===== src/fmsp_pkg.sv =====
/*
 * Package for the four-mode serial port: register offsets, control/status
 * field positions, reset values, mode encodings and bit-timing counts.
 * Assumes a 25 MHz APB clock that stands in for the oscillator.
 */
`default_nettype none
package fmsp_pkg;
	// Register byte offsets on the APB bus.
	localparam logic [7:0] FMSP_OFF_CTRL = 8'h00;
	localparam logic [7:0] FMSP_OFF_DATA = 8'h04;
	localparam logic [7:0] FMSP_OFF_AUX = 8'h08;
	// Control/status field positions.
	localparam int FMSP_BIT_RXDONE = 0;
	localparam int FMSP_BIT_TXDONE = 1;
	localparam int FMSP_BIT_RX9 = 2;
	localparam int FMSP_BIT_TX9 = 3;
	localparam int FMSP_BIT_RXEN = 4;
	localparam int FMSP_BIT_MPF = 5;
	localparam int FMSP_BIT_MODELO = 6;
	localparam int FMSP_BIT_MODEHI = 7;
	// Auxiliary register field positions.
	localparam int FMSP_BIT_DOUBLER = 0;
	localparam int FMSP_BIT_TXSRC = 1;
	localparam int FMSP_BIT_RXSRC = 2;
	localparam int FMSP_BIT_TXBUSY = 3;
	localparam int FMSP_BIT_RXBUSY = 4;
	// Reset values.
	localparam logic [7:0] FMSP_CTRL_RST = 8'h00;
	localparam logic [2:0] FMSP_AUX_RST = 3'h0;
	// Timing counts in oscillator cycles.
	localparam int FMSP_M0_DIV = 12;
	localparam int FMSP_M2_DIV = 64;
	localparam int FMSP_T1_DIV = 16;
	localparam int FMSP_T2_DIV = 16;
	localparam int FMSP_RX_SAMPLES = 16;
	// Modes of the port.
	typedef enum logic [1:0] {
		FMSP_MODE_SHIFT = 2'b00,
		FMSP_MODE_UART8 = 2'b01,
		FMSP_MODE_UART9F = 2'b10,
		FMSP_MODE_UART9V = 2'b11
	} fmsp_mode_type;
	// APB request as a carrier.
	typedef struct packed {
		logic sel;
		logic enable;
		logic write;
		logic [7:0] addr;
		logic [31:0] wdata;
	} fmsp_apb_req_type;
endpackage
`default_nettype wire


===== src/fmsp_serial_port.sv =====
/*
 * Four-mode serial port with APB registers: mode 0 shift register driven
 * by this block, modes 1 to 3 asynchronous frames, with a ninth bit in modes 2 and 3.
 * Assumes timer overflow pulses arrive as one-cycle pulses on pclk and that
 * the serial input pin is asynchronous to pclk.
 * Changing the mode while a frame is in flight is not supported: the bit
 * counters are sized by the mode, so software should wait for both busy
 * bits in the auxiliary register to clear first.
 * The register bus never waits, so a read returns the state before the edge.
 */
// Our own choices: the address map and the APB interface to the registers.
// Contract
// Transmit and receive run independently, simultaneously.
// Receiver accepts new byte while old unread.
// One data address: write transmit, read receive.
// Mode 0 shifts eight bits, clock osc/12.
// Mode 1 ten-bit frame, stop into ninth.
// Modes 2,3 eleven bits, ninth stored, stop ignored.
// Transmitted ninth bit comes from software field.
// Mode 2 rate osc/32 or osc/64.
// Mode 3 equals mode 2, timer rate.
// Only a data write starts transmission.
// Mode 0 receive when enabled and done clear.
// Modes 1-3 receive on start bit if enabled.
// Multiproc filter: done only when ninth bit one.
// Master sends addresses ninth one, data zero.
// Mode 1 filter: done needs valid stop.
// Multiproc filter ignored in mode 0.
// Control register holds mode, enables, ninths, flags.
// Transmit done at bit eight or stop start.
// Receive done at bit eight or mid stop.
// Mode 2 osc/64 doubler zero, else osc/32.
// Timer 1 rate times doubler over 32.
// Source bits select timer 2 per direction.
// Timer 2 rate over sixteen.
// Software clears flags; set wins over clear.
// Overrun keeps old byte, drops new.
`timescale 1ns/1ps
`default_nettype none
module fmsp_serial_port
	import fmsp_pkg::*;
(
	input wire logic pclk,
	input wire logic presetn,
	input wire logic psel,
	input wire logic penable,
	input wire logic pwrite,
	input wire logic [7:0] paddr,
	input wire logic [31:0] pwdata,
	output logic [31:0] prdata,
	output logic pready,
	output logic pslverr,
	input wire logic timer1_ovf,
	input wire logic timer2_ovf,
	input wire logic serial_data_in,
	output logic serial_data_out,
	output logic serial_data_oe,
	output logic serial_aux_out
);
	// Register state, bus decode and flag events shared by the processes below.
	fmsp_apb_req_type req;
	logic [7:0] ctrl_r;
	logic [2:0] aux_r;
	logic [7:0] rx_hold_r;
	logic rx_s1_r, rx_s2_r;
	logic wr_ctrl, wr_data, wr_aux, acc;
	fmsp_mode_type mode;
	logic tx_done_set, rx_done_set, rx9_set_val, rx9_set;

	// Bundle the bus inputs once so every decoder reads the same carrier.
	assign req = '{sel: psel, enable: penable, write: pwrite, addr: paddr, wdata: pwdata};
	assign mode = fmsp_mode_type'(ctrl_r[FMSP_BIT_MODEHI:FMSP_BIT_MODELO]);
	assign acc = req.sel && req.enable;
	assign wr_ctrl = acc && req.write && req.addr == FMSP_OFF_CTRL;
	assign wr_data = acc && req.write && req.addr == FMSP_OFF_DATA;
	assign wr_aux = acc && req.write && req.addr == FMSP_OFF_AUX;
	// Every access completes in its first access cycle; no wait states.
	assign pready = 1'b1;
	// Unmapped addresses answer with an error and change nothing.
	assign pslverr = acc && req.addr != FMSP_OFF_CTRL && req.addr != FMSP_OFF_DATA
		&& req.addr != FMSP_OFF_AUX;

	// Two-flop synchroniser on the serial input pin.
	// Only the second stage is read, so a metastable first stage never reaches
	// the receiver's start detector.
	always_ff @(posedge pclk or negedge presetn) begin
		if (!presetn) begin
			rx_s1_r <= 1'b1;
			rx_s2_r <= 1'b1;
		end else begin
			rx_s1_r <= serial_data_in;
			rx_s2_r <= rx_s1_r;
		end
	end

	// Tick of (n)x divider; mode 0 rate tick and mode 2 sixteenth-bit tick.
	logic [3:0] m0_cnt_r;
	logic [1:0] m2_cnt_r;
	logic m0_tick, m2_tick;
	// A new mode 0 transfer restarts the divider so its first bit gets a full clock.
	logic m0_restart;
	always_ff @(posedge pclk or negedge presetn) begin
		if (!presetn) begin
			m0_cnt_r <= 4'h0;
			m2_cnt_r <= 2'h0;
		end else begin
			m0_cnt_r <= (m0_tick || m0_restart) ? 4'h0 : m0_cnt_r + 4'h1;
			m2_cnt_r <= m2_cnt_r + 2'h1;
		end
	end
	assign m0_tick = m0_cnt_r == 4'(FMSP_M0_DIV - 1);
	// Mode 2 sixteenth-bit ticks: every 2 cycles doubled, else every 4.
	// The divider free-runs, so the first bit of a frame may be up to 3 cycles short.
	assign m2_tick = aux_r[FMSP_BIT_DOUBLER] ? m2_cnt_r[0] : (m2_cnt_r == 2'h3);

	// Timer 1 path: doubler gives 1/16, else 1/32; prescale first halves.
	// The halver keeps its phase across frames; a frame may start on either half,
	// which shifts its sub-ticks by one overflow at most.
	logic t1_half_r;
	logic t1_tick;
	always_ff @(posedge pclk or negedge presetn) begin
		if (!presetn)
			t1_half_r <= 1'b0;
		else if (timer1_ovf)
			t1_half_r <= ~t1_half_r;
	end
	assign t1_tick = timer1_ovf && (aux_r[FMSP_BIT_DOUBLER] || t1_half_r);

	// Sixteenth-bit tick per direction; timer 2 overflow used straight, 16 per bit.
	// Mode 0 ignores these ticks entirely; it runs from the fixed divider.
	function automatic logic pick_tick(input fmsp_mode_type m, input logic src2,
		input logic t1, input logic t2, input logic m2);
		if (m == FMSP_MODE_UART9F)
			pick_tick = m2;
		else
			pick_tick = src2 ? t2 : t1;
	endfunction
	logic tx_tick16, rx_tick16;
	assign tx_tick16 = pick_tick(mode, aux_r[FMSP_BIT_TXSRC], t1_tick, timer2_ovf, m2_tick);
	assign rx_tick16 = pick_tick(mode, aux_r[FMSP_BIT_RXSRC], t1_tick, timer2_ovf, m2_tick);

	// Transmitter. Mode 0 shifts on the mode 0 tick; others on 16 sub-ticks.
	// A data write always restarts the frame, even one in flight, so software
	// should wait for the done flag before writing again.
	// Shifted-out positions fill with ones, which also leaves the line at mark.
	logic [10:0] tx_sh_r;
	logic [3:0] tx_bits_r, tx_sub_r;
	logic tx_busy_r, tx_out_r, tx_sclk_r;
	logic [3:0] tx_nbits;
	assign tx_nbits = (mode == FMSP_MODE_SHIFT) ? 4'd8 :
		(mode == FMSP_MODE_UART8) ? 4'd10 : 4'd11;
	assign tx_done_set = tx_busy_r && ((mode == FMSP_MODE_SHIFT) ?
		(m0_tick && tx_bits_r == 4'd7) :
		(tx_tick16 && tx_sub_r == 4'hF && tx_bits_r == tx_nbits - 4'd2));
	always_ff @(posedge pclk or negedge presetn) begin
		if (!presetn) begin
			tx_sh_r <= 11'h7FF;
			tx_bits_r <= 4'h0;
			tx_sub_r <= 4'h0;
			tx_busy_r <= 1'b0;
			tx_out_r <= 1'b1;
		end else if (wr_data) begin
			tx_busy_r <= 1'b1;
			tx_bits_r <= 4'h0;
			tx_sub_r <= 4'h0;
			if (mode == FMSP_MODE_SHIFT) begin
				tx_sh_r <= {3'h7, req.wdata[7:0]};
				tx_out_r <= req.wdata[0];
			end else begin
				// Start, eight data LSB first, ninth from software in modes 2 and 3, stop.
				tx_sh_r <= (mode == FMSP_MODE_UART8) ? {2'h3, req.wdata[7:0], 1'b0} :
					{1'b1, ctrl_r[FMSP_BIT_TX9], req.wdata[7:0], 1'b0};
				tx_out_r <= 1'b0;
			end
		end else if (tx_busy_r) begin
			if (mode == FMSP_MODE_SHIFT) begin
				if (m0_tick) begin
					tx_sh_r <= {1'b1, tx_sh_r[10:1]};
					tx_out_r <= tx_sh_r[1];
					tx_bits_r <= tx_bits_r + 4'd1;
					if (tx_bits_r == 4'd7)
						tx_busy_r <= 1'b0;
				end
			end else if (tx_tick16) begin
				tx_sub_r <= tx_sub_r + 4'd1;
				if (tx_sub_r == 4'hF) begin
					tx_sh_r <= {1'b1, tx_sh_r[10:1]};
					tx_out_r <= tx_sh_r[1];
					tx_bits_r <= tx_bits_r + 4'd1;
					if (tx_bits_r == tx_nbits - 4'd1) begin
						tx_busy_r <= 1'b0;
						tx_out_r <= 1'b1;
					end
				end
			end
		end
	end

	// Receiver: mode 0 shifts in on its tick; async modes oversample 16x.
	// The start bit is checked again at its middle so a glitch is dropped.
	// Busy clears at mid stop, which lets the next start bit be caught in time.
	logic [8:0] rx_sh_r;
	logic [3:0] rx_bits_r, rx_sub_r;
	logic rx_busy_r, rx_m0_r;
	logic [3:0] rx_nbits;
	logic rx_mid, rx_end, rx_keep;
	logic [7:0] rx_byte;
	assign rx_nbits = (mode == FMSP_MODE_UART8) ? 4'd9 : 4'd10;
	assign rx_mid = rx_tick16 && rx_sub_r == 4'd7;
	assign rx_end = rx_busy_r && ((rx_m0_r && m0_tick && rx_bits_r == 4'd7) ||
		(!rx_m0_r && rx_mid && rx_bits_r == rx_nbits));
	// Mode 0 byte assembles in the top bits; async bytes shift LSB first.
	assign rx_byte = rx_m0_r ? {rx_s2_r, rx_sh_r[8:2]} :
		((mode == FMSP_MODE_UART8) ? rx_sh_r[8:1] : rx_sh_r[7:0]);
	// Filtering: ninth bit must be one (modes 2,3) or stop valid (mode 1).
	assign rx9_set_val = rx_m0_r ? ctrl_r[FMSP_BIT_RX9] :
		(mode == FMSP_MODE_UART8) ? rx_s2_r : rx_sh_r[8];
	// Mode 0 frames are never filtered, whatever the filter bit holds.
	assign rx_keep = rx_m0_r || !ctrl_r[FMSP_BIT_MPF] || rx9_set_val;
	// Overrun: a byte completing while the flag is still set is dropped.
	// The receiver itself keeps running, so the next frame is not missed.
	assign rx_done_set = rx_end && rx_keep && !ctrl_r[FMSP_BIT_RXDONE];
	assign rx9_set = rx_done_set && !rx_m0_r;
	// Divider restart: a mode 0 data write, or the cycle that mode 0 reception begins.
	// Reception starts under the same guard as in the receiver below.
	assign m0_restart = mode == FMSP_MODE_SHIFT && (wr_data || (ctrl_r[FMSP_BIT_RXEN]
		&& !ctrl_r[FMSP_BIT_RXDONE] && !tx_busy_r && !rx_busy_r));
	always_ff @(posedge pclk or negedge presetn) begin
		if (!presetn) begin
			rx_sh_r <= 9'h000;
			rx_bits_r <= 4'h0;
			rx_sub_r <= 4'h0;
			rx_busy_r <= 1'b0;
			rx_m0_r <= 1'b0;
		end else if (!rx_busy_r) begin
			rx_bits_r <= 4'h0;
			rx_sub_r <= 4'h0;
			if (mode == FMSP_MODE_SHIFT && ctrl_r[FMSP_BIT_RXEN] && !ctrl_r[FMSP_BIT_RXDONE]
				&& !tx_busy_r) begin
				rx_busy_r <= 1'b1;
				rx_m0_r <= 1'b1;
			end else if (mode != FMSP_MODE_SHIFT && ctrl_r[FMSP_BIT_RXEN] && !rx_s2_r) begin
				rx_busy_r <= 1'b1;
				rx_m0_r <= 1'b0;
			end
		end else if (rx_m0_r) begin
			if (m0_tick) begin
				rx_sh_r <= {rx_s2_r, rx_sh_r[8:1]};
				rx_bits_r <= rx_bits_r + 4'd1;
				if (rx_bits_r == 4'd7)
					rx_busy_r <= 1'b0;
			end
		end else if (rx_tick16) begin
			rx_sub_r <= rx_sub_r + 4'd1;
			if (rx_sub_r == 4'd7) begin
				rx_bits_r <= rx_bits_r + 4'd1;
				if (rx_bits_r == 4'd0 && rx_s2_r)
					rx_busy_r <= 1'b0; // False start, drop it.
				else if (rx_bits_r == rx_nbits)
					rx_busy_r <= 1'b0; // Free again at mid stop.
				else if (rx_bits_r != 4'd0)
					rx_sh_r <= {rx_s2_r, rx_sh_r[8:1]};
			end
		end
	end

	// Receive holding register; only updated when the done flag is clear.
	// Keeping the older byte on overrun means software never sees a half-read pair.
	always_ff @(posedge pclk or negedge presetn) begin
		if (!presetn)
			rx_hold_r <= 8'h00;
		else if (rx_done_set)
			rx_hold_r <= rx_byte;
	end

	// Control/status register; hardware sets win over software clears.
	// Clearing a flag by writing 0 loses nothing: a set in the same cycle wins.
	// A write also lands in the received ninth bit; the next accepted frame outside mode 0 overwrites it.
	always_ff @(posedge pclk or negedge presetn) begin
		if (!presetn)
			ctrl_r <= FMSP_CTRL_RST;
		else begin
			if (wr_ctrl)
				ctrl_r <= req.wdata[7:0];
			if (tx_done_set)
				ctrl_r[FMSP_BIT_TXDONE] <= 1'b1;
			if (rx_done_set)
				ctrl_r[FMSP_BIT_RXDONE] <= 1'b1;
			if (rx9_set)
				ctrl_r[FMSP_BIT_RX9] <= rx9_set_val;
		end
	end

	// Auxiliary rate/source register.
	// Upper bits of the word are ignored; busy bits read back but cannot be written.
	always_ff @(posedge pclk or negedge presetn) begin
		if (!presetn)
			aux_r <= FMSP_AUX_RST;
		else if (wr_aux)
			aux_r <= req.wdata[2:0];
	end

	// Read mux: data address returns the receive register, never tx data.
	// Reads have no side effect, so a polling loop never loses a flag.
	always_comb begin
		prdata = 32'h0000_0000;
		if (acc && !req.write) begin
			if (req.addr == FMSP_OFF_CTRL)
				prdata[7:0] = ctrl_r;
			else if (req.addr == FMSP_OFF_DATA)
				prdata[7:0] = rx_hold_r;
			else if (req.addr == FMSP_OFF_AUX)
				prdata[4:0] = {rx_busy_r, tx_busy_r, aux_r};
		end
	end

	// Pin drive: in mode 0 the data pin is two-way and the aux pin is shift clock.
	// The shift clock is registered so it cannot glitch; it lags the divider by
	// one cycle, which keeps data steady around its falling edge.
	// In modes 1 to 3 the aux pin parks high.
	always_ff @(posedge pclk or negedge presetn) begin
		if (!presetn)
			tx_sclk_r <= 1'b1;
		else
			tx_sclk_r <= !((tx_busy_r || (rx_busy_r && rx_m0_r)) && mode == FMSP_MODE_SHIFT
				&& m0_cnt_r >= 4'd4 && m0_cnt_r < 4'd10);
	end
	assign serial_data_oe = (mode != FMSP_MODE_SHIFT) || tx_busy_r;
	assign serial_data_out = tx_out_r;
	assign serial_aux_out = (mode == FMSP_MODE_SHIFT) ? tx_sclk_r : 1'b1;

	AST_TX_NOT_IDLE: assert property (@(posedge pclk) disable iff (!presetn)
		wr_data |=> tx_busy_r) else $error("Data write did not start transmit");
	AST_RX_HOLD_KEPT: assert property (@(posedge pclk) disable iff (!presetn)
		ctrl_r[FMSP_BIT_RXDONE] && !wr_ctrl |=> $stable(rx_hold_r))
		else $error("Held byte overwritten");
	AST_FLAG_SET_WINS: assert property (@(posedge pclk) disable iff (!presetn)
		tx_done_set |=> ctrl_r[FMSP_BIT_TXDONE]) else $error("Tx done lost");
	AST_RX_FLAG_SET: assert property (@(posedge pclk) disable iff (!presetn)
		rx_done_set |=> ctrl_r[FMSP_BIT_RXDONE]) else $error("Rx done lost");
	AST_MP_FILTER: assert property (@(posedge pclk) disable iff (!presetn)
		rx_done_set && ctrl_r[FMSP_BIT_MPF] && mode[1] |-> rx_sh_r[8])
		else $error("Filtered frame raised done");
	AST_READ_RX: assert property (@(posedge pclk) disable iff (!presetn)
		acc && !req.write && req.addr == FMSP_OFF_DATA |-> prdata[7:0] == rx_hold_r)
		else $error("Data read not from receive register");
	AST_M0_TICK: assert property (@(posedge pclk) disable iff (!presetn)
		m0_tick |=> !m0_tick [*8]) else $error("Mode 0 tick too fast");
	AST_M2_DIV: assert property (@(posedge pclk) disable iff (!presetn)
		m2_tick && !aux_r[FMSP_BIT_DOUBLER] && !wr_aux |=> !m2_tick [*3])
		else $error("Mode 2 rate wrong");

	// Reception only ever begins under the enable conditions of its mode.
	// These look one cycle back because the busy bit rises after the guard.
	AST_M0_RX_GATE: assert property (@(posedge pclk) disable iff (!presetn)
		$rose(rx_busy_r) && rx_m0_r |->
		$past(ctrl_r[FMSP_BIT_RXEN]) && !$past(ctrl_r[FMSP_BIT_RXDONE]))
		else $error("Mode 0 reception began while not allowed");
	AST_ASYNC_RX_GATE: assert property (@(posedge pclk) disable iff (!presetn)
		$rose(rx_busy_r) && !rx_m0_r |-> $past(ctrl_r[FMSP_BIT_RXEN]))
		else $error("Frame reception began while disabled");
	AST_TX_DONE_HELD: assert property (@(posedge pclk) disable iff (!presetn)
		ctrl_r[FMSP_BIT_TXDONE] && !wr_ctrl |=> ctrl_r[FMSP_BIT_TXDONE])
		else $error("Hardware cleared the transmit done flag");
	AST_RX_DONE_HELD: assert property (@(posedge pclk) disable iff (!presetn)
		ctrl_r[FMSP_BIT_RXDONE] && !wr_ctrl |=> ctrl_r[FMSP_BIT_RXDONE])
		else $error("Hardware cleared the receive done flag");

	// Line and pin levels, frame contents and the stop-bit filter.
	AST_TX_LINE_IDLE: assert property (@(posedge pclk) disable iff (!presetn)
		!tx_busy_r |-> serial_data_out)
		else $error("Idle transmit line not at mark");
	AST_SCLK_PARKED: assert property (@(posedge pclk) disable iff (!presetn)
		mode != FMSP_MODE_SHIFT |-> serial_aux_out)
		else $error("Shift clock active outside mode 0");
	AST_TX_NINTH: assert property (@(posedge pclk) disable iff (!presetn)
		wr_data && mode[1] |=> tx_sh_r[9] == $past(ctrl_r[FMSP_BIT_TX9]))
		else $error("Ninth bit not taken from software field");
	AST_RX9_STOP: assert property (@(posedge pclk) disable iff (!presetn)
		rx9_set && mode == FMSP_MODE_UART8 |=> ctrl_r[FMSP_BIT_RX9] == $past(rx_s2_r))
		else $error("Stop bit not stored in ninth field");
	AST_STOP_FILTER: assert property (@(posedge pclk) disable iff (!presetn)
		rx_done_set && ctrl_r[FMSP_BIT_MPF] && mode == FMSP_MODE_UART8 |-> rx_s2_r)
		else $error("Frame with bad stop raised done");
endmodule // fmsp_serial_port
`default_nettype wire


===== config.mk =====
export PLATFORM = sky130hd
export DESIGN_NAME = fmsp_serial_port
export DESIGN_NICKNAME = d
export VERILOG_FILES = /design/src/fmsp_pkg.sv /design/src/fmsp_serial_port.sv
export SDC_FILE = /design/constraint.sdc
export NUM_CORES = 1
export LEC_CHECK = 0
export BUFFER_PORTS_ARGS = -buffer_cell sky130_fd_sc_hd__buf_2
export CORE_AREA = 4 4 90 92
export DETAILED_ROUTE_END_ITERATION = 8
export DIE_AREA = 0 0 94 96
export MAX_ROUTING_LAYER = met4
export PLACE_DENSITY_LB_ADDON = 0.2
export SETUP_SLACK_MARGIN = 0.3
export SYNTH_ARGS = -nofsm -noshare
export SYNTH_HDL_FRONTEND = slang
export SYNTH_SLANG_ARGS = --single-unit

===== constraint.sdc =====
create_clock -name pclk -period 2.8 [get_ports pclk]
set_input_delay 0.56 -clock pclk [delete_from_list [all_inputs] [get_ports pclk]]
set_output_delay 0.56 -clock pclk [all_outputs]
set_load 0.005 [all_outputs]

==> impl_metrics.toml, run 1 <==
[critical_path]
cp-start-kind = "input port"
critPathKind = "input port to output pin"
crit_family = "simple AND/OR/NAND/NOR gates"
crit_top_cell = "buf_2"
cpPeakStageDelay_ns = 0.55
r2r_start = "m0_cnt_r[0]"
cp_cell_sequence = "buf_2 -> or4_1 -> or2_4 -> a221oi_2 -> buf_2"
end_kind = "output pin"
required_ns = 2.24
worstPathArrival_ns = 1.89
path_buf_inv = 2
cp-startpoint = "paddr[5]"
path_max_fanout = 5
crit_path_top_delay_cell = "or4_1"

[route]
via_count = 3073
drtAntennaViolNets = 0
drt_wl_total_um = 8900
drtIter0Drc = 149
route.detailed.drc = 0
drtPass1Iterations = 4
wl_per_cell_um = 16.6
viasPerCell = 5.72

[synthesis]
ys.flop_type = "dfrtp_1"
syn_inst = 393
synth_area_mm2 = 0.00395
synth_top_area_share_pct = 34.2
synth_edf_count = 0
syn_avg_cell_area_um2 = 10.0
yosys_warnings = 0
async_flop_share_pct = 100
yosys.area.top_type = "dfrtp_1"
synthTopCellsByArea = "dfrtp_1, dfstp_2, mux2_2"
ys_ff_latch = 67
yosysSeqAreaShare_pct = 42.9
yosysUniqueCellTypes = 63

[floorplan]
core-area_mm2 = 0.00721
die_x_um = 94
dieArea_mm2 = 0.00902
die_h_um = 96
start_util_pct = 54.7
core.rowCount = 31
io_pins = 85

[clocking]
cts_resized = 4
htree_levels = 3
cts_tree = "built"
clkSinkCount = 67
cts_buffers = 9
clk_latency_ns = 0.35
hold_buffers = 0
postCtsSetupBuffers = 0
clk_pin_slew_worst_paths_ns = 0.07
clock_path_buffers = 2
cts_root_buf = "clkbuf_8"

[place]
hpwl_um = 6500
gp_congestion = 0.831
dp_cells = 521
portBuffers = 35

[timing]
fin_crit_sh_pct = 87.6
period_needed_ns = 2.45
setup_viol = 0
finalClockSkew_ns = 0.00627
slew_headroom_pct = 57.8
worst_slew_pin_slew_ns = 0.631
fin_tns_setup_ns = 0
report.final.hold_viol_count = 0
final_max_slew_viol_count = 0
fmax_mhz = 408
rsz0062_at_grt = "true"

[global_routing]
grt_pass1_vias = 3009
grt_usage_pct = 21.6
grt_max_degree = 28
busiest_layer = "met2"
grt_pass1_wl_um = 14700
antenna_found_initial = 0
grtUsageMet2_pct = 32.4
grt.met3_usage_pct = 4.53
overflow = 0
met1_usage_pct = 29.8

[run_status]
status = "completed"

[flow_run]
maxCapViolations = 0

[worst_hold_path]
min_path_type = "input port to async pin"

[finish]
drive_gt1_share_pct = 25.6
fin_util_pct = 60.6
final_cells = 537
n_antenna_cell = 0
area_growth_pct = 10.7
nNetsFinal = 488

[power]
cellLeakagePower_nw = 2.07
vdd_drop_max_v = 0.000351
p_per_area_mw_per_mm2 = 548
## cell families (layout without fill, tap and decap cells)
logic type                 Yosys count  in the layout  share of synthesized area, %
AOI/OAI and AO/OA                   78             78                          13.8
xor gates and xnor gates             9              9                          2.00
DFF                                 67             67                          42.9
buffers and inverters               49             71                          7.51
other                                2             25                         0.190
muxes                               48             48                          13.0
adders and majority gates            7              7                          2.22
and+or+nand+nor                    133            133                          18.5
## per-layer routing
layer / share of wire, % / vias to the layer above
li1: - / 1455
met1: 47 / 1514
met2: 46 / 92
met3: 5.5 / 12
met4: 1.3 / 0
met5: 0 / -
## final timing paths
check | end | slack (ns) | depth (start not counted)
worst max-delay path | prdata[3] | 0.35 | 5
max in group asynchronous | tx_sh_r[3] | 1.75 | 2
worst max register to register | rx_hold_r[2] | 0.52 | 6
min in group pclk | rx_s1_r | 0.31 | 1
worst min register to register | rx_s2_r | 0.36 | 0
worst min-delay path | rx_sh_r[1] | 0.22 | 1
## area by class of cell
| type | count | area [um2] |
|---|---|---|
| inverter | 9 | 37.5 |
| timing repair buffer | 46 | 258 |
| clock inverter | 2 | 10.0 |
| multi-input combinational | 300 | 2080 |
| sequential | 67 | 1690 |
| fill | 620 | 2840 |
| clock buffer | 14 | 173 |
| tap | 99 | 124 |
## registers in the layout, indices dropped and copies added (netlist names), 2 cells and up
| name | flops |
|---|---|
| tx_bits_r | 4 |
| tx_sh_r | 9 |
| ctrl_r | 8 |
| m2_cnt_r | 2 |
| aux_r | 3 |
| m0_cnt_r | 4 |
| rx_bits_r | 4 |
| rx_hold_r | 8 |
| rx_sh_r | 9 |
| tx_sub_r | 4 |
| rx_sub_r | 4 |
## Yosys cell counts, drive strengths merged (2+ instances only)
cell / count
nor4: 3
nor2b: 2
xor2: 8
clkbuf: 5
nand3: 17
nand3b: 3
inv: 8
o21ai: 21
nor2: 24
or2: 2
dfrtp: 54
a21oi: 12
buf: 35
nor4b: 2
dfstp: 13
o211ai: 4
o31ai: 2
nand2: 30
mux2i: 23
nor3: 9
and3b: 2
nand4: 6
and2: 3
a31oi: 9
nand2b: 14
mux2: 25
ha: 7
and3: 6
or3: 5
a21boi: 2
a22oi: 15
a211o: 2
conb: 2
## per-stage QoR
| stage | total power, mW | hold slack (ns) | worst slack [ns] | area [um2] |
|---|---|---|---|---|
| 5_1_grt | 2.54 | 0.257 | 0.285 | 4370 |
| 2_1_floorplan | 1.53 | 0.264 | 0.599 | 4040 |
| 3_3_place_gp | 1.63 | 0.347 | 0.267 | 4150 |
| 3_5_place_dp | 1.65 | 0.348 | 0.264 | 4150 |
| 4_1_cts | 2.41 | 0.235 | 0.309 | 4350 |
| 6_report | 2.39 | 0.218 | 0.348 | 4370 |
## power by group
part           total [mW]  internal [mW]  switching (mW)
clock network       0.753          0.392           0.360
registers            1.21           1.09           0.125
logic               0.429          0.195           0.234
total                2.39           1.67           0.720
## cell usage in the layout, fill, tap and decap left out, types with 3 or more instances in the layout
| cell | Yosys | routed |
|---|---|---|
| a31oi_1 | 9 | 9 |
| and3_1 | 6 | 6 |
| nand4_1 | 6 | 6 |
| o211ai_1 | 3 | 3 |
| a22oi_1 | 15 | 15 |
| nand3_1 | 16 | 16 |
| mux2i_1 | 23 | 23 |
| dfrtp_1 | 54 | 54 |
| a21oi_1 | 10 | 10 |
| nor3_1 | 9 | 6 |
| inv_1 | 8 | 8 |
| nand3b_1 | 3 | 3 |
| buf_2 | 6 | 35 |
| nor3_2 | 0 | 3 |
| dfstp_2 | 13 | 13 |
| nand2_1 | 29 | 29 |
| ha_1 | 7 | 7 |
| and2_1 | 3 | 3 |
| conb_1 | 2 | 25 |
| o21ai_0 | 21 | 21 |
| nor2_1 | 24 | 24 |
| xor2_1 | 8 | 8 |
| buf_4 | 28 | 11 |
| clkbuf_8 | 0 | 12 |
| mux2_2 | 24 | 24 |
| nand2b_1 | 14 | 14 |
| or3_1 | 4 | 4 |
Note: power is estimated with default switching activity, not from simulation.
==> run 2: changes to the inputs <==
Settings changed: ABC_AREA set to 1, CORE_AREA 4 4 90 92 to 4 4 92 94, DIE_AREA 0 0 94 96 to 0 0 96 98.
==> run 2 against run 1 <==
Net effect: via count grew 14%; routed wire length about the same; critical path depth is 4 higher; register-to-register slack improved by 0.27 ns; maximum frequency is 6.1% higher; die area up 4.3%; clock power is 11% lower; critical path type unchanged; largest cell class unchanged; highest routed layer unchanged.
==> impl_metrics.toml, run 2 <==
[route]
drtPass1Iterations = 5
drt_wl_total_um = 8910
via_count = 3490
viasPerCell = 5.09
drtAntennaViolNets = 0
wl_per_cell_um = 13.0
drtIter0Drc = 255
route.detailed.drc = 0

[critical_path]
critPathKind = "input port to output pin"
ff2ff_path_depth = 6
cpPeakStageDelay_ns = 0.17
worstPathArrival_ns = 1.75
r2r_slack_ns = 0.79
end_kind = "output pin"
r2r_start = "ctrl_r[7]"
required_ns = 2.24
path_max_fanout = 6
cp_cell_sequence = "buf_2 -> nor2_1 -> nand2_1 -> nor2_1 -> nand2_2 -> clkinvlp_4 -> nand2_1 -> a21oi_1 -> buf_2"
crit_path_top_delay_cell = "nor2_1"
cp-start-kind = "input port"
rr_endpoint = "ctrl_r[1]"

[timing]
setup_slack_ns = 0.490
final_max_slew_viol_count = 0
fin_hold_ws_ns = 0.324
period_needed_ns = 2.31
worst_slew_pin_slew_ns = 0.857
finalClockSkew_ns = 0.00813
fin_tns_setup_ns = 0
setup_viol = 0
slew_headroom_pct = 42.9
fin_crit_sh_pct = 82.5
rsz0062_at_grt = "false"
fmax_mhz = 433
report.final.hold_viol_count = 0

[worst_hold_path]
min_path_type = "input port to flop"
hold_depth = 1
hold_start = "serial_data_in"
min_to = "rx_s1_r"

[finish]
top_regs = "rx_sh_r: 9 flops, tx_sh_r: 9 flops"
nNetsFinal = 634
mostFrequentLayoutCells = "nand2_1, inv_1, o21ai_0, dfrtp_1, buf_2"
drive_gt1_share_pct = 19.0
area_growth_pct = 7.20
fin_util_pct = 57.5
n_antenna_cell = 0
layout_commonest_cell = "nand2_1"
fillers = 760

[floorplan]
io_pins = 85
dieArea_mm2 = 0.00941
core.rowCount = 32
start_util_pct = 53.6
core-area_mm2 = 0.00765
die_h_um = 98
die_x_um = 96

[synthesis]
synth_area_mm2 = 0.00410
ys.flop_type = "dfrtp_1"
syn_inst = 546
yosys.area.top_type = "dfrtp_1"
synthMuxAreaShare_pct = 0
ys_ff_latch = 67
yosysUniqueCellTypes = 35
yosys.cell_count.top_type = "nand2_1"
synthAdderAreaFrac_pct = 2.14
synth_top_area_share_pct = 33.0
synth_edf_count = 0
synth_compound_area_share_pct = 14.7
synthTopCellsByArea = "dfrtp_1, nand2_1, dfstp_2"
yosys_warnings = 0
yosysSeqAreaShare_pct = 41.3
synth_top_family_by_area = "simple AND/OR/NAND/NOR gates"
synth_simple_gate_area_share_pct = 27.6
synth.top_cells.by_count = "nand2_1, inv_1, dfrtp_1, o21ai_0, buf_4"
async_flop_share_pct = 100
syn_avg_cell_area_um2 = 7.51
synthXorXnorAreaFrac_pct = 1.50

[global_routing]
grt_max_degree = 68
grt_pass1_vias = 3266
grt_usage_pct = 20.8
overflow = 0
grt_pass1_wl_um = 15200
antenna_found_initial = 0

[clocking]
clk_latency_ns = 0.33
postCtsSetupBuffers = 0
clock_path_buffers = 2
cts_root_buf = "clkbuf_8"
clk_pin_slew_worst_paths_ns = 0.07
htree_levels = 3
clkSinkCount = 67
cts_buffers = 9
cts_tree = "built"

[power]
p_per_area_mw_per_mm2 = 472
cellLeakagePower_nw = 2.17
power_frac_clock_pct = 32.2
power.internal_mw = 1.46
vdd_drop_max_v = 0.000276
p_total_mw = 2.07
p_comb_share_pct = 13.9
p_switching_uw = 610
power_frac_seq_pct = 53.9
switching_share_pct = 29.4

[flow_run]
maxCapViolations = 0

[run_status]
status = "completed"

[place]
hpwl_um = 6470
portBuffers = 35
pre_cts_slack_ns = 0.339
gp_congestion = 0.912
## run 2: changes by cell type after synthesis, sizes merged, moves of 5 or more
cell and change:
or3 -5, nor2 +6, inv +53, nand3 +6, a31oi -9, o21ai +59
a21oi +8, mux2 -25, and3 -6, a22oi -15, nand2b -14, nand2 +154
mux2i -23
## run 2: cells by family (layout without fill, tap and decap cells)
logic type	Yosys count	in the layout
compound gates	104	104
xor+xnor	7	7
fa+ha+maj	7	7
buf+inv	101	116
flops	67	67
other cells	2	25
simple gates	258	258
## run 2: critical path, delay by kind of cell
| family | cells | cell delay (ns) |
|---|---|---|
| AO/OA/AOI/OAI | 1 | 0.17 |
| buffers and inverters | 3 | 0.41 |
| AND/OR/NAND/NOR | 5 | 0.61 |
## run 2: how the worst max path moves through the flow
stage / start / to / slack, ns
after floorplan: paddr[7] / prdata[2] / 0.80
after detailed placement: paddr[5] / prdata[7] / 0.34
after global placement: paddr[7] / prdata[7] / 0.34
final: paddr[5] / prdata[7] / 0.49
after global routing: paddr[5] / prdata[3] / 0.32
after CTS: paddr[5] / prdata[7] / 0.34
## run 2: stage by stage
step                      std cells  cell area (um2)
after floorplan                 569             4190
after global placement          669             4230
after detailed placement        669             4230
after CTS                       685             4380
after global routing            686             4390
final                           686             4390
## run 2: power by group through the flow
stage / Combinational [mW] / Sequential (mW) / Clock (mW)
2_1_floorplan: 0.240 / 1.10 / 0
3_3_place_gp: 0.275 / 1.13 / 0
6_report: 0.289 / 1.12 / 0.668
3_5_place_dp: 0.288 / 1.13 / 0
5_1_grt: 0.337 / 1.13 / 0.736
4_1_cts: 0.289 / 1.12 / 0.687
## run 2: layout make-up
cell class / count / area (um2) / share of cell area (%)
multi-input combinational: 401 / 1980 / 45.0
sequential: 67 / 1690 / 38.5
inverter: 61 / 235 / 5.35
timing repair buffer: 38 / 198 / 4.50
clock buffer: 14 / 143 / 3.25
tap: 102 / 128 / 2.90
clock inverter: 2 / 12.5 / 0.285
timing repair inverter: 1 / 7.51 / 0.171
## run 2: repair_timing
item / CTS / global route
gates resized for setup: 0 / 3
hold buffers: 0 / 0
setup endpoints to repair: 0 / 8
## run 2: routing by layer
layer  vias up  GRT usage [%]  wire (um)
met3        10           2.39        458
met1      1616           30.3       4350
met2       102           30.3       3980
met5         -              -          0
li1       1762              -          -
met4         0           6.24        116
